[src/core/mbe_pkg.sv]
package mbe_pkg;

	// ----------------------------------------------------------------
	// Register map (byte addresses on the Wishbone slave)
	// ----------------------------------------------------------------
	localparam logic [3:0] MBE_REG_CTRL    = 4'h0;
	localparam logic [3:0] MBE_REG_TIMEOUT = 4'h4;
	localparam logic [3:0] MBE_REG_STATUS  = 4'h8;
	localparam logic [3:0] MBE_REG_REPORT  = 4'hC;

	// ----------------------------------------------------------------
	// Control register fields
	// ----------------------------------------------------------------
	localparam int MBE_CTRL_PAR_DIS  = 0;
	localparam int MBE_CTRL_LOCK_DIS = 1;
	localparam int MBE_CTRL_TEST     = 2;
	localparam int MBE_CTRL_IS_MCU   = 3;
	localparam logic [3:0] MBE_CTRL_RESET = 4'h0;

	// ----------------------------------------------------------------
	// Timing: timeout tick is 16 us, duration register counts ticks
	// ----------------------------------------------------------------
	localparam int MBE_CLK_MHZ     = 125;
	localparam int MBE_TICK_US     = 16;
	localparam int MBE_TICK_CYCLES = MBE_TICK_US * MBE_CLK_MHZ;
	localparam int MBE_TO_MIN      = 1;
	localparam int MBE_TO_MAX      = 125000;
	localparam logic [16:0] MBE_TO_RESET = 17'h1_E848;

	// ----------------------------------------------------------------
	// Link widths
	// ----------------------------------------------------------------
	localparam int MBE_BUS_BITS = 19;
	localparam int MBE_ERL_BITS = 16;

	// Error report codes; a larger code outranks a smaller one.
	typedef enum logic [2:0] {
		MBE_RPT_NONE    = 3'h0,
		MBE_RPT_BML     = 3'h1,
		MBE_RPT_PARITY  = 3'h2,
		MBE_RPT_BMH     = 3'h3,
		MBE_RPT_ERL_PAR = 3'h4,
		MBE_RPT_ARB     = 3'h5,
		MBE_RPT_MODULE  = 3'h6
	} mbe_rpt_t;

	typedef struct packed {
		logic [18:0] sig;
		logic [1:0]  chk;
		logic        valid;
	} mbe_xfer_t;

	typedef struct packed {
		logic bus_grant_out;
		logic request_out;
	} mbe_arb_t;

endpackage

[src/core/mbe_classifier.sv]
`timescale 1ns/100ps
`default_nettype none

// Overview of operation
// - Interface unit parity error reports bus parity.
// - Memory unit parity error reports bus/module-low.
// - Bus parity report outranks bus/module-low.
// - Lockstep or buffer faults report module error.
// - Interface unit arbitration mismatch reports bus arbitration.
// - Memory unit arbitration mismatch reports bus/module-high.
// - Bus arbitration outranks bus/module-high.
// - Error-line parity: line parity or bus/module-high.
// - Memory unit halts on stuck-low error line.
// - Memory-only parity error bars second bus.
// - Timeout length programmable, 16 us to 2 s.
// - Expired timeout acts as pseudo-reply, never an error report.
// - Waiting node signals bus error to processor.
// - Bus parity check enabled, software disable bit.
// - Arbitration lockstep enabled, software disable bit.
// - Error-line parity check always active.
// - Test Detection inverts both parity check bits on own read data.
// - Test Detection inverts comparators, forces line error.
// - Test Detection ignores software disables.
// - Report only highest priority: module, arbitration, parity.
// - Interlaced parity: odd even-lines, even odd-lines.
// - Error message: 16 bits plus even parity.
module mbe_classifier
	import mbe_pkg::*;
(
	input  wire logic        clk_i,
	input  wire logic        rst_i,
	// Wishbone slave.
	input  wire logic        cyc_i,
	input  wire logic        stb_i,
	input  wire logic        we_i,
	input  wire logic [3:0]  adr_i,
	input  wire logic [3:0]  sel_i,
	input  wire logic [31:0] dat_i,
	output logic [31:0]      dat_o,
	output logic             ack_o,
	// Memory bus.
	input  wire mbe_xfer_t   memory_bus_data_i,
	input  wire logic        own_read_data_i,
	input  wire mbe_arb_t    arb_master_i,
	input  wire mbe_arb_t    arb_checker_i,
	input  wire logic        module_fault_i,
	input  wire logic        new_request_line_i,
	input  wire logic        reply_i,
	// Error-report line.
	input  wire logic        erl_bit_valid_i,
	input  wire logic        error_report_line_i,
	input  wire logic        erl_stuck_low_i,
	// Outcomes.
	output mbe_rpt_t         report_o,
	output logic             report_valid_o,
	output logic             pseudo_reply_o,
	output logic             bus_error_o,
	output logic             halt_o,
	output logic             second_bus_bar_o
);

	// ----------------------------------------------------------------
	// Helpers
	// ----------------------------------------------------------------
	// Returns {odd-line bit, even-line bit}; the even lines carry odd parity.
	function automatic logic [1:0] mbe_par_gen(input logic [18:0] s);
		logic ev;
		logic od;
		ev = 1'b1;
		od = 1'b0;
		for (int i = 0; i < MBE_BUS_BITS; i++) begin
			if (i % 2 == 0) begin
				ev = ev ^ s[i];
			end else begin
				od = od ^ s[i];
			end
		end
		return {od, ev};
	endfunction

	// Report codes are ordered so that the larger code wins arbitration.
	function automatic mbe_rpt_t mbe_max(input mbe_rpt_t a, input mbe_rpt_t b);
		return (a > b) ? a : b;
	endfunction

	// ----------------------------------------------------------------
	// State
	// ----------------------------------------------------------------
	typedef struct packed {
		logic [3:0]  ctrl;
		logic [16:0] to_dur;
		logic [16:0] tick_cnt;
		logic [16:0] to_cnt;
		logic        waiting;
		logic        pseudo;
		logic        buserr;
		logic        halt;
		logic        bar;
		mbe_rpt_t    rpt;
		logic        rpt_v;
		mbe_rpt_t    last;
		logic        ack;
		logic [31:0] rdat;
	} mbe_st_t;

	mbe_st_t st;
	mbe_st_t next_st;

	logic        erl_done;
	logic        erl_perr;
	logic [15:0] erl_msg;

	logic        test_on;
	logic        is_mcu;
	logic        par_en;
	logic        lock_en;
	logic [1:0]  chk_seen;
	logic        par_err;
	mbe_arb_t    chk_arb;
	logic        arb_err;
	mbe_rpt_t    cand;
	logic        wr_hit;
	logic [16:0] wr_to;

	mbe_erl_rx u_erl (
		.clk_i       (clk_i),
		.rst_i       (rst_i),
		.bit_valid_i (erl_bit_valid_i),
		.bit_i       (error_report_line_i),
		.force_err_i (test_on),
		.done_o      (erl_done),
		.par_err_o   (erl_perr),
		.msg_o       (erl_msg)
	);

	// ----------------------------------------------------------------
	// Detection
	// ----------------------------------------------------------------
	always_comb begin
		test_on  = st.ctrl[MBE_CTRL_TEST];
		is_mcu   = st.ctrl[MBE_CTRL_IS_MCU];
		par_en   = !st.ctrl[MBE_CTRL_PAR_DIS] || test_on;
		lock_en  = !st.ctrl[MBE_CTRL_LOCK_DIS] || test_on;
		// Test mode inverts the checker side only while this node drives read data.
		chk_seen = memory_bus_data_i.chk;
		if (test_on && own_read_data_i) begin
			chk_seen = ~memory_bus_data_i.chk;
		end
		par_err = par_en && memory_bus_data_i.valid
			&& (chk_seen != mbe_par_gen(memory_bus_data_i.sig));
		// In test mode the master side is inverted, so agreeing inputs must mismatch.
		chk_arb = test_on ? ~arb_master_i : arb_master_i;
		arb_err = lock_en && (chk_arb != arb_checker_i);
		// Later checks may only raise the report; a module fault overrides all.
		cand = MBE_RPT_NONE;
		if (par_err) begin
			cand = is_mcu ? MBE_RPT_BML : MBE_RPT_PARITY;
		end
		if (erl_done && erl_perr) begin
			cand = mbe_max(cand, is_mcu ? MBE_RPT_BMH : MBE_RPT_ERL_PAR);
		end
		if (arb_err) begin
			cand = mbe_max(cand, is_mcu ? MBE_RPT_BMH : MBE_RPT_ARB);
		end
		if (module_fault_i) begin
			cand = MBE_RPT_MODULE;
		end
	end

	// ----------------------------------------------------------------
	// Next state
	// ----------------------------------------------------------------
	always_comb begin
		// The acknowledge is registered and lasts one cycle, so a held request is taken again every second cycle.
		wr_hit = cyc_i && stb_i && we_i && !st.ack;
		wr_to  = dat_i[16:0];
		next_st = st;
		next_st.ack    = cyc_i && stb_i && !st.ack;
		next_st.pseudo = 1'b0;
		next_st.buserr = 1'b0;
		next_st.rpt_v  = 1'b0;
		if (wr_hit && adr_i == MBE_REG_CTRL && sel_i[0]) begin
			next_st.ctrl = dat_i[3:0];
		end
		if (wr_hit && adr_i == MBE_REG_TIMEOUT && sel_i[0]) begin
			if (wr_to < 17'(MBE_TO_MIN)) begin
				next_st.to_dur = 17'(MBE_TO_MIN);
			end else if (wr_to > 17'(MBE_TO_MAX)) begin
				next_st.to_dur = 17'(MBE_TO_MAX);
			end else begin
				next_st.to_dur = wr_to;
			end
		end
		case (adr_i)
			MBE_REG_CTRL:    next_st.rdat = {28'h000_0000, st.ctrl};
			MBE_REG_TIMEOUT: next_st.rdat = {15'h0000, st.to_dur};
			MBE_REG_STATUS:  next_st.rdat = {29'h0000_0000, st.bar, st.halt, st.waiting};
			MBE_REG_REPORT:  next_st.rdat = {erl_msg, 13'h0000, st.last};
			default:         next_st.rdat = 32'h0000_0000;
		endcase
		if (cand != MBE_RPT_NONE) begin
			next_st.rpt   = cand;
			next_st.rpt_v = 1'b1;
			next_st.last  = cand;
		end
		// The memory unit bars the second bus on bus parity with no module fault or arbitration error; an error-line parity error does not prevent it.
		if (is_mcu && par_err && !module_fault_i && !arb_err) begin
			next_st.bar = 1'b1;
		end
		if (is_mcu && erl_stuck_low_i) begin
			next_st.halt = 1'b1;
		end
		// The tick divider restarts with each request, so that every wait
		// is measured in whole ticks from its own start.
		if (st.tick_cnt == 17'(MBE_TICK_CYCLES - 1)) begin
			next_st.tick_cnt = 17'h0_0000;
		end else begin
			next_st.tick_cnt = st.tick_cnt + 17'h0_0001;
		end
		// A reply clears the wait; an expiry answers with a pseudo-reply, never a report.
		if (new_request_line_i) begin
			next_st.waiting  = 1'b1;
			next_st.to_cnt   = 17'h0_0000;
			next_st.tick_cnt = 17'h0_0000;
		end else if (reply_i) begin
			next_st.waiting = 1'b0;
		end else if (st.waiting && st.tick_cnt == 17'(MBE_TICK_CYCLES - 1)) begin
			if (st.to_cnt + 17'h0_0001 >= st.to_dur) begin
				next_st.waiting = 1'b0;
				next_st.pseudo  = 1'b1;
				next_st.buserr  = 1'b1;
			end else begin
				next_st.to_cnt = st.to_cnt + 17'h0_0001;
			end
		end
	end

	always_ff @(posedge clk_i) begin
		if (rst_i) begin
			st        <= '0;
			st.ctrl   <= MBE_CTRL_RESET;
			st.to_dur <= MBE_TO_RESET;
		end else begin
			st <= next_st;
		end
	end

	assign dat_o            = st.rdat;
	assign ack_o            = st.ack;
	assign report_o         = st.rpt;
	assign report_valid_o   = st.rpt_v;
	assign pseudo_reply_o   = st.pseudo;
	assign bus_error_o      = st.buserr;
	assign halt_o           = st.halt;
	assign second_bus_bar_o = st.bar;

	// ----------------------------------------------------------------
	// Checks
	// ----------------------------------------------------------------
	a_module_wins: assert property (@(posedge clk_i) disable iff (rst_i)
		module_fault_i |=> report_valid_o && report_o == MBE_RPT_MODULE)
		else $error("module fault not reported as module error");
	a_biu_parity: assert property (@(posedge clk_i) disable iff (rst_i)
		par_err && !is_mcu && !arb_err && !module_fault_i && !erl_done
		|=> report_o == MBE_RPT_PARITY)
		else $error("interface unit parity not reported as bus parity");
	a_mcu_parity: assert property (@(posedge clk_i) disable iff (rst_i)
		par_err && is_mcu && !arb_err && !module_fault_i && !erl_done
		|=> report_o == MBE_RPT_BML && second_bus_bar_o)
		else $error("memory unit parity not reported as bus/module-low");
	a_arb_class: assert property (@(posedge clk_i) disable iff (rst_i)
		arb_err && is_mcu && !module_fault_i |=> report_o == MBE_RPT_BMH)
		else $error("memory unit arbitration not bus/module-high");
	a_test_detect: assert property (@(posedge clk_i) disable iff (rst_i)
		test_on && !module_fault_i && arb_master_i == arb_checker_i
		|=> report_valid_o)
		else $error("test detection did not force an error");
	a_halt_sticks: assert property (@(posedge clk_i) disable iff (rst_i)
		is_mcu && erl_stuck_low_i |=> halt_o [*2])
		else $error("halt on stuck error line not held");
	a_timeout_pair: assert property (@(posedge clk_i) disable iff (rst_i)
		pseudo_reply_o |-> bus_error_o
			&& report_valid_o == $past(cand != MBE_RPT_NONE))
		else $error("timeout pseudo-reply mismatch");
	a_reply_stops: assert property (@(posedge clk_i) disable iff (rst_i)
		reply_i && !new_request_line_i |=> !st.waiting ##1 !pseudo_reply_o)
		else $error("reply did not stop the timeout");
	a_wait_starts: assert property (@(posedge clk_i) disable iff (rst_i)
		new_request_line_i |=> st.waiting && !pseudo_reply_o)
		else $error("request did not start the timeout");
	a_idle_no_expiry: assert property (@(posedge clk_i) disable iff (rst_i)
		!st.waiting && !new_request_line_i |=> !pseudo_reply_o)
		else $error("expiry without a pending request");
	a_to_range: assert property (@(posedge clk_i) disable iff (rst_i)
		st.to_dur >= 17'(MBE_TO_MIN) && st.to_dur <= 17'(MBE_TO_MAX))
		else $error("timeout duration out of range");

	// ----------------------------------------------------------------
	// Checks: detection and test
	// ----------------------------------------------------------------
	a_par_off: assert property (@(posedge clk_i) disable iff (rst_i)
		st.ctrl[MBE_CTRL_PAR_DIS] && !test_on |-> !par_err)
		else $error("disabled bus parity still flagged");
	a_lock_off: assert property (@(posedge clk_i) disable iff (rst_i)
		st.ctrl[MBE_CTRL_LOCK_DIS] && !test_on |-> !arb_err)
		else $error("disabled lockstep compare still flagged");
	a_test_parity: assert property (@(posedge clk_i) disable iff (rst_i)
		test_on && own_read_data_i && memory_bus_data_i.valid
		&& memory_bus_data_i.chk == mbe_par_gen(memory_bus_data_i.sig) |-> par_err)
		else $error("test detection did not invert the check bits");
	a_test_arb: assert property (@(posedge clk_i) disable iff (rst_i)
		test_on && arb_master_i == arb_checker_i |-> arb_err)
		else $error("test detection did not invert the comparators");

	// ----------------------------------------------------------------
	// Checks: classification and sticky outcomes
	// ----------------------------------------------------------------
	a_arb_iu: assert property (@(posedge clk_i) disable iff (rst_i)
		arb_err && !is_mcu && !module_fault_i |=> report_o == MBE_RPT_ARB)
		else $error("interface unit arbitration not bus arbitration");
	a_erl_class: assert property (@(posedge clk_i) disable iff (rst_i)
		erl_done && erl_perr && !arb_err && !module_fault_i
		|=> report_valid_o && report_o == (is_mcu ? MBE_RPT_BMH : MBE_RPT_ERL_PAR))
		else $error("error-line parity wrongly classified");
	a_quiet_idle: assert property (@(posedge clk_i) disable iff (rst_i)
		cand == MBE_RPT_NONE |=> !report_valid_o)
		else $error("report issued without a detected error");
	a_report_holds: assert property (@(posedge clk_i) disable iff (rst_i)
		!report_valid_o |-> $stable(report_o))
		else $error("report code changed without a report");
	a_bar_cause: assert property (@(posedge clk_i) disable iff (rst_i)
		!second_bus_bar_o && !(is_mcu && par_err) |=> !second_bus_bar_o)
		else $error("second bus barred without memory unit parity");
	a_bar_sticks: assert property (@(posedge clk_i) disable iff (rst_i)
		second_bus_bar_o |=> second_bus_bar_o)
		else $error("second bus bar released");
	a_halt_cause: assert property (@(posedge clk_i) disable iff (rst_i)
		!halt_o && !(is_mcu && erl_stuck_low_i) |=> !halt_o)
		else $error("halt without a stuck error line");

endmodule

`default_nettype wire

[src/core/mbe_erl_rx.sv]
`timescale 1ns/100ps
`default_nettype none

// Receives one serial error-report message (16 bits, then even parity).
module mbe_erl_rx
	import mbe_pkg::*;
(
	input  wire logic        clk_i,
	input  wire logic        rst_i,
	input  wire logic        bit_valid_i,
	input  wire logic        bit_i,
	input  wire logic        force_err_i,
	output logic             done_o,
	output logic             par_err_o,
	output logic [15:0]      msg_o
);

	typedef struct packed {
		logic [4:0]  cnt;
		logic [15:0] shreg;
		logic        par;
		logic        done;
		logic        perr;
		logic [15:0] msg;
	} mbe_erl_st_t;

	mbe_erl_st_t st;
	mbe_erl_st_t next_st;

	always_comb begin
		next_st = st;
		next_st.done = 1'b0;
		if (bit_valid_i) begin
			if (st.cnt == 5'(MBE_ERL_BITS)) begin
				next_st.cnt  = 5'h00;
				next_st.done = 1'b1;
				next_st.msg  = st.shreg;
				next_st.perr = (st.par ^ bit_i) | force_err_i;
				next_st.par  = 1'b0;
			end else begin
				next_st.cnt   = st.cnt + 5'h01;
				next_st.shreg = {st.shreg[14:0], bit_i};
				next_st.par   = st.par ^ bit_i;
			end
		end
	end

	always_ff @(posedge clk_i) begin
		if (rst_i) begin
			st <= '0;
		end else begin
			st <= next_st;
		end
	end

	assign done_o    = st.done;
	assign par_err_o = st.perr;
	assign msg_o     = st.msg;

endmodule

`default_nettype wire

[config.mk]
export PLATFORM = sky130hd
export DESIGN_NAME = mbe_classifier
export DESIGN_NICKNAME = d
export VERILOG_FILES = /design/src/core/mbe_pkg.sv /design/src/core/mbe_classifier.sv /design/src/core/mbe_erl_rx.sv
export SDC_FILE = /design/constraint.sdc
export NUM_CORES = 1
export LEC_CHECK = 0
export ABC_AREA = 1
export BUFFER_PORTS_ARGS = -buffer_cell sky130_fd_sc_hd__buf_4
export CAP_MARGIN = 20
export CORE_AREA = 2 2 114 116
export CTS_CLUSTER_SIZE = 12
export DETAILED_ROUTE_END_ITERATION = 10
export DIE_AREA = 0 0 116 118
export PLACE_DENSITY = 0.8
export SLEW_MARGIN = 10
export SYNTH_ARGS = -nofsm -noshare
export SYNTH_HDL_FRONTEND = slang
export SYNTH_HIERARCHICAL = 1
export SYNTH_SLANG_ARGS = --single-unit
[constraint.sdc]
create_clock -name clk_i -period 3.3 [get_ports clk_i]
set_input_delay 0.33 -clock clk_i [delete_from_list [all_inputs] [get_ports clk_i]]
set_output_delay 0.33 -clock clk_i [all_outputs]
set_load 0.03 [all_outputs]
# Word-level counts from Yosys, hierarchy flattened
# Index checks and enable logic that the tools add are counted.
classes:
  n_mux: 23
  n_addsub: 3
  bitwise_logic: 27
  eq_ne: 7
  reduce_logical: 37
  magnitude_cmp: 5
op_table:
  columns: ["operator", "count"]
  rows:
  - ["$pmux W32 S4", 1]
  - ["$mux W17", 3]
  - ["$add A17 B1 Y17 const B", 2]
  - ["$mux W3", 9]
  - ["$mux W20", 1]
  - ["$logic_and A1 B1 Y1", 18]
  - ["$mux W18", 1]
  - ["$xor A1 B1 Y1", 18]
  - ["$eq A17 B11 Y1 const B", 1]
  - ["$ge A17 B17 Y1", 1]
  - ["$gt A17 B17 Y1 const B", 1]
  - ["$lt A17 B1 Y1 const B", 1]
  - ["$reduce_bool A3 Y1", 3]
  - ["$eq A4 B4 Y1 const B", 2]
  - ["$gt A3 B3 Y1", 2]
  - ["$mux W2", 3]
  - ["$not A1 Y1", 6]
  - ["$reduce_and A2 Y1", 3]
  - ["$add A5 B1 Y5 const B", 1]
  - ["$eq A5 B5 Y1 const B", 1]
  - ["$logic_not A1 Y1", 5]
  - ["$mux W5", 1]
  - ["$eq A4 B3 Y1 const B", 1]
  - ["$logic_not A4 Y1", 1]
  - ["other kinds (10)", 16]
totals:
  ff_bits: 137
  out_inout_bits: 41
  elab_cells: 121
  inputBits: 78

# Longest topological paths before layout
logic_depth:
  ltp_word: 22
  mapped_depth: 23
  mapped_depth_nobuf: 23

# Hierarchy
# Netlist, hierarchy kept.
modules_own_cells:
  columns: ["module", "area_per_inst_um2", "cells_per_inst", "instances", "seq_area_each_um2"]
  rows:
  - ["mbe_classifier", 5193.7, 715, 1, 1921.8]
  - ["mbe_erl_rx", 1779.2, 225, 1, 800.8]

# Least setup slack after synthesis
# OpenSTA, ideal clock, no wires.
synth_timing:
  path_type: "reg2reg"
  startpoint: "reg st[45] in the netlist's numbering"
  endpoint: "reg st[58] in the netlist's numbering"
  path_buffers: 1
  period_less_slack_ps: 3057
  t_arrival_ps: 2941
  path_slack_ps: 243
  stages_incl_launch_ff: 18
  setup_time_ps: 116
  required_ps: 3184
  path_cell_list: "dfxtp_1 > ha_1 > nand3_1 > nor3_2 > inv_2 > nor3_2 > nand4_1 > nor3_1 > xor2_1 > inv_1 > ha_1 > a21oi_1 > o21a_1 > nand3_2 > nor2_4 > buf_2 > nand2_1 > o211a_1"
synth_via:
  elab_chain_len: 4
synth_lines:
  columns: ["element", "line", "rtl"]
  rows:
  - ["start: declaration", "mbe_classifier.sv:106", "mbe_st_t st;"]
  - ["start signal: assignment", "mbe_classifier.sv:244", "st <= next_st;"]
  - ["$add A17 B1 Y17 (*)", "mbe_classifier.sv:228, mbe_classifier.sv:233", null]
  - ["$ge A17 B17 Y1", "mbe_classifier.sv:228", "if (st.to_cnt + 17'h0_0001 >= st.to_dur) begin"]
  - ["$not A1 Y1 (no line)", null, null]
  - ["$reduce_and A3 Y1 (no line)", null, null]
# Every way passes the cells marked *; elsewhere a longest branch is shown, timed or not.
# A chain may end at the register's enable or synchronous reset.

# Final worst setup path
layout_timing:
  startpoint: "reg st[46] in the netlist's numbering"
  endpoint: "reg st[53] in the netlist's numbering"
# Same word-level chain as after synthesis.

==> run_results.csv <==
group,metric,value,unit
status,outcome,"finished, final reports clean",
floorplan,row_count,41,
setup_path,critPathSlowestCell,"dfxtp_1",
setup_path,cp-end-kind,"register",
clock_tree,cts_hold_buffers,0,
yosys,yosysTopAreaCellShare,39.0,%
floorplan,fp.dieH,118,µm
clock_tree,cts_max_level,4,
sta,finalHoldViolCount,0,
setup_path,critPathArrivalTime,3.47,ns
sta,worst_slew_pin_slew,0.727,ns
yosys,yosys.area.top_type,"dfxtp_1",
floorplan,dieArea,13700,µm²
clock_tree,cts.path.max_buffers,2,
finish,syn_to_final_growth,16.2,%
finish,nets,1096,
grt,overflow,0,
clock_tree,cts_buffers,17,
worst_hold_path,holdCritPathClass,"input port to register",
grt,grt_pass1_wl,23.8,mm
grt,grt_pass1_vias,5443,
route,detail_route.wl_per_cell,12.3,µm
yosys,avgSynthCellArea,7.42,µm²
pwr,clock_power_share,47.6,%
placed_design,hpwl,10.1,mm
flow_run,max_cap_viol_count,0,
yosys,yosysSeqAreaShare,39.0,%
pwr,p_switching,0.939,mW
yosys,yosys_warnings,6,
placed_design,gp_congestion,0.882,
yosys,ys_types,51,
yosys,synth.net_count,1040,
pwr,leakage,3.77,nW
route,dr.pass1.iters,5,
pwr,powerDensity,467,nW/µm²
sta,fin_crit,3.16,ns
setup_path,worstSetupPathType,"register to register",
floorplan,start_util,56.2,%
setup_path,worstPathRequired,3.61,ns
yosys,synthTopCellsByArea,"dfxtp_1, nand2_1, inv_1",
route,drt-initial-drc-count,299,
clock_tree,clock-sinks,136,
pwr,peakVddDrop,0.325,mV
yosys,netlist_area,6970,µm²
sta,final_max_slew_viol_count,0,
floorplan,die_w,116,µm
pwr,intPower,2.84,mW
route,vias,5892,
placed_design,portBuffers,100,
yosys,ys_ff_latch,136,
sta,rsz0062_at_grt,"true",
sta,skew,0.00976,ns
setup_path,worstPathCellList,"ha_2 -> nand3_2 -> nor3_4 -> inv_2 -> nor3_2 -> nand4_1 -> buf_4 -> buf_4 -> nand2_1 -> inv_1 -> ha_1 -> nand4_1 -> nor4_2 -> nand4_1 -> nand3_2 -> nor2_4 -> buf_12 -> o21ai_0 -> nor2_1",
floorplan,pin_count,119,
grt,grt_max_degree,40,
grt,grt_usage,21.7,%
pwr,p_seq_share,44.5,%
route,totalWireLength,14.5,mm
yosys,ys.flop_type,"dfxtp_1",
setup_path,cpMostUsedCell,"nand4_1",
route,viasPerCell,4.99,
sta,setup_viol,0,
setup_path,crit_path_start_kind,"register",
sta,period_share,95.8,%
finish,fin_cells,1181,
setup_path,critPathMaxStageDelay,0.37,ns
finish,post-route-util,65.3,%
yosys,ys_top_cells_by_count,"nand2_1, dfxtp_1, inv_1",
placed_design,dp.cells,1144,
finish,antenna_cells,0,
setup_path,crit_path_max_fanout,14,
pwr,power.share.combinational,7.8,%
clock_tree,clk_pin_slew,0.06,ns
pwr,sw_frac_of_total,24.8,%
floorplan,core,12400,µm²
sta,slew_headroom,51.4,%
yosys,yosys.cell_count.top_type,"nand2_1",
grt,antenna_found_initial,0,
route,drtAntennaViolNets,0,
sta,holdWs,0.0840,ns
clock_tree,cts_tree,"yes",
route,drcViolationCount,0,
finish,drive_above_1_share,19.0,%
yosys,synthArstFlopShare,0,%
clock_tree,clock_latency,0.43,ns
yosys,syn_inst,940,
yosys,synth_edf_count,0,
clock_tree,root_buffer,"clkbuf_16",
sta,timing.fmax,0.316,GHz
-- area by class of cell --
type	instances	area, µm²
fill	1047	4310
sequential	136	2720
clock inverter	15	143
tap	172	215
timing repair buffer	112	871
clock buffer	17	425
multi-input combinational	597	3230
inverter	132	500
-- what timing repair did --
item	4_1_cts	5_1_grt
gates resized for setup	0	7
buffers inserted	0	4
setup endpoints to repair	0	19
hold endpoints to repair	0	0
-- power groups by stage --
stage	clock network (mW)	logic [mW]	registers, mW
global route	1.90	0.334	1.69
CTS	1.83	0.297	1.68
detailed placement	0	0.295	1.72
floorplan	0	0.192	1.72
global placement	0	0.290	1.72
finish	1.80	0.296	1.68
-- metal layers --
layer	GRT usage [%]	wire [µm]	vias up	share of wire (%)
li1	-	-	3077	-
met1	25.5	6430	2664	44
met2	37.3	7200	122	50
met3	6.54	639	29	4.4
met4	7.51	261	0	1.8
met5	0	0	-	0
-- logic make-up (layout without fill, tap and decap cells) --
group / Yosys count / count (layout) / synth area share (%)
AO/OA/AOI/OAI: 116 / 116 / 9.98
XOR/XNOR: 25 / 25 / 3.14
adder cells (fa/ha/maj): 22 / 22 / 3.95
buffers and inverters: 207 / 276 / 15.1
flip-flops: 136 / 136 / 39.0
AND/OR/NAND/NOR: 434 / 434 / 28.8
-- worst max-delay path: cells and delay by family (launching register included) --
family	cells	cell delay [ns]
DFF	1	0.37
AOI/OAI and AO/OA	1	0.20
and+or+nand+nor	11	1.39
buffers and inverters	5	0.56
adders and majority gates	2	0.53
-- cell usage in the layout (no fill, tap or decap), types with 10 or more instances in the layout --
master     count
ha_1          21
nand3b_1      17
nor3_1        21
dfxtp_1      135
nand3_1       34
inv_1        126
clkbuf_16     18
xnor2_1       10
nor2_1        97
nand2_1      207
buf_4        110
nand2_2       12
o21ai_0       22
a21oi_1       53
xor2_1        15
-- flip-flops by register name, summed over array words and instances, names as in the netlist --
signal	count
second_bus_bar_o	1
st	58
u_erl/msg_o	16
pseudo_reply_o	1
u_erl/par_err_o	1
dat_o	32
is_mcu	1
u_erl/done_o	1
report_valid_o	1
halt_o	1
ack_o	1
u_erl/st	22
-- worst paths after layout --
| check | from | endpoint | slack, ns | cells past startpoint |
|---|---|---|---|---|
| worst max-delay path | st[46] | st[53] | 0.14 | 19 |
| worst min-delay path | reply_i | pseudo_reply_o | 0.08 | 2 |
| worst max register to register | st[46] | st[53] | 0.14 | 19 |
| worst min register to register | u_erl/msg_o[13] | dat_o[29] | 0.43 | 2 |
-- stage by stage --
step | total power [mW] | TNS (ns) | setup WS, ns | instance area, µm²
after CTS | 3.81 | 0 | 0.113 | 8020
final | 3.78 | 0 | 0.137 | 8100
after global placement | 2.01 | 0 | 0.279 | 7450
after global routing | 3.92 | -0.849 | -0.0797 | 8100
after floorplan | 1.91 | 0 | 0.243 | 6970
after detailed placement | 2.01 | 0 | 0.168 | 7450
No activity file was read; power rests on OpenSTA's default activity.
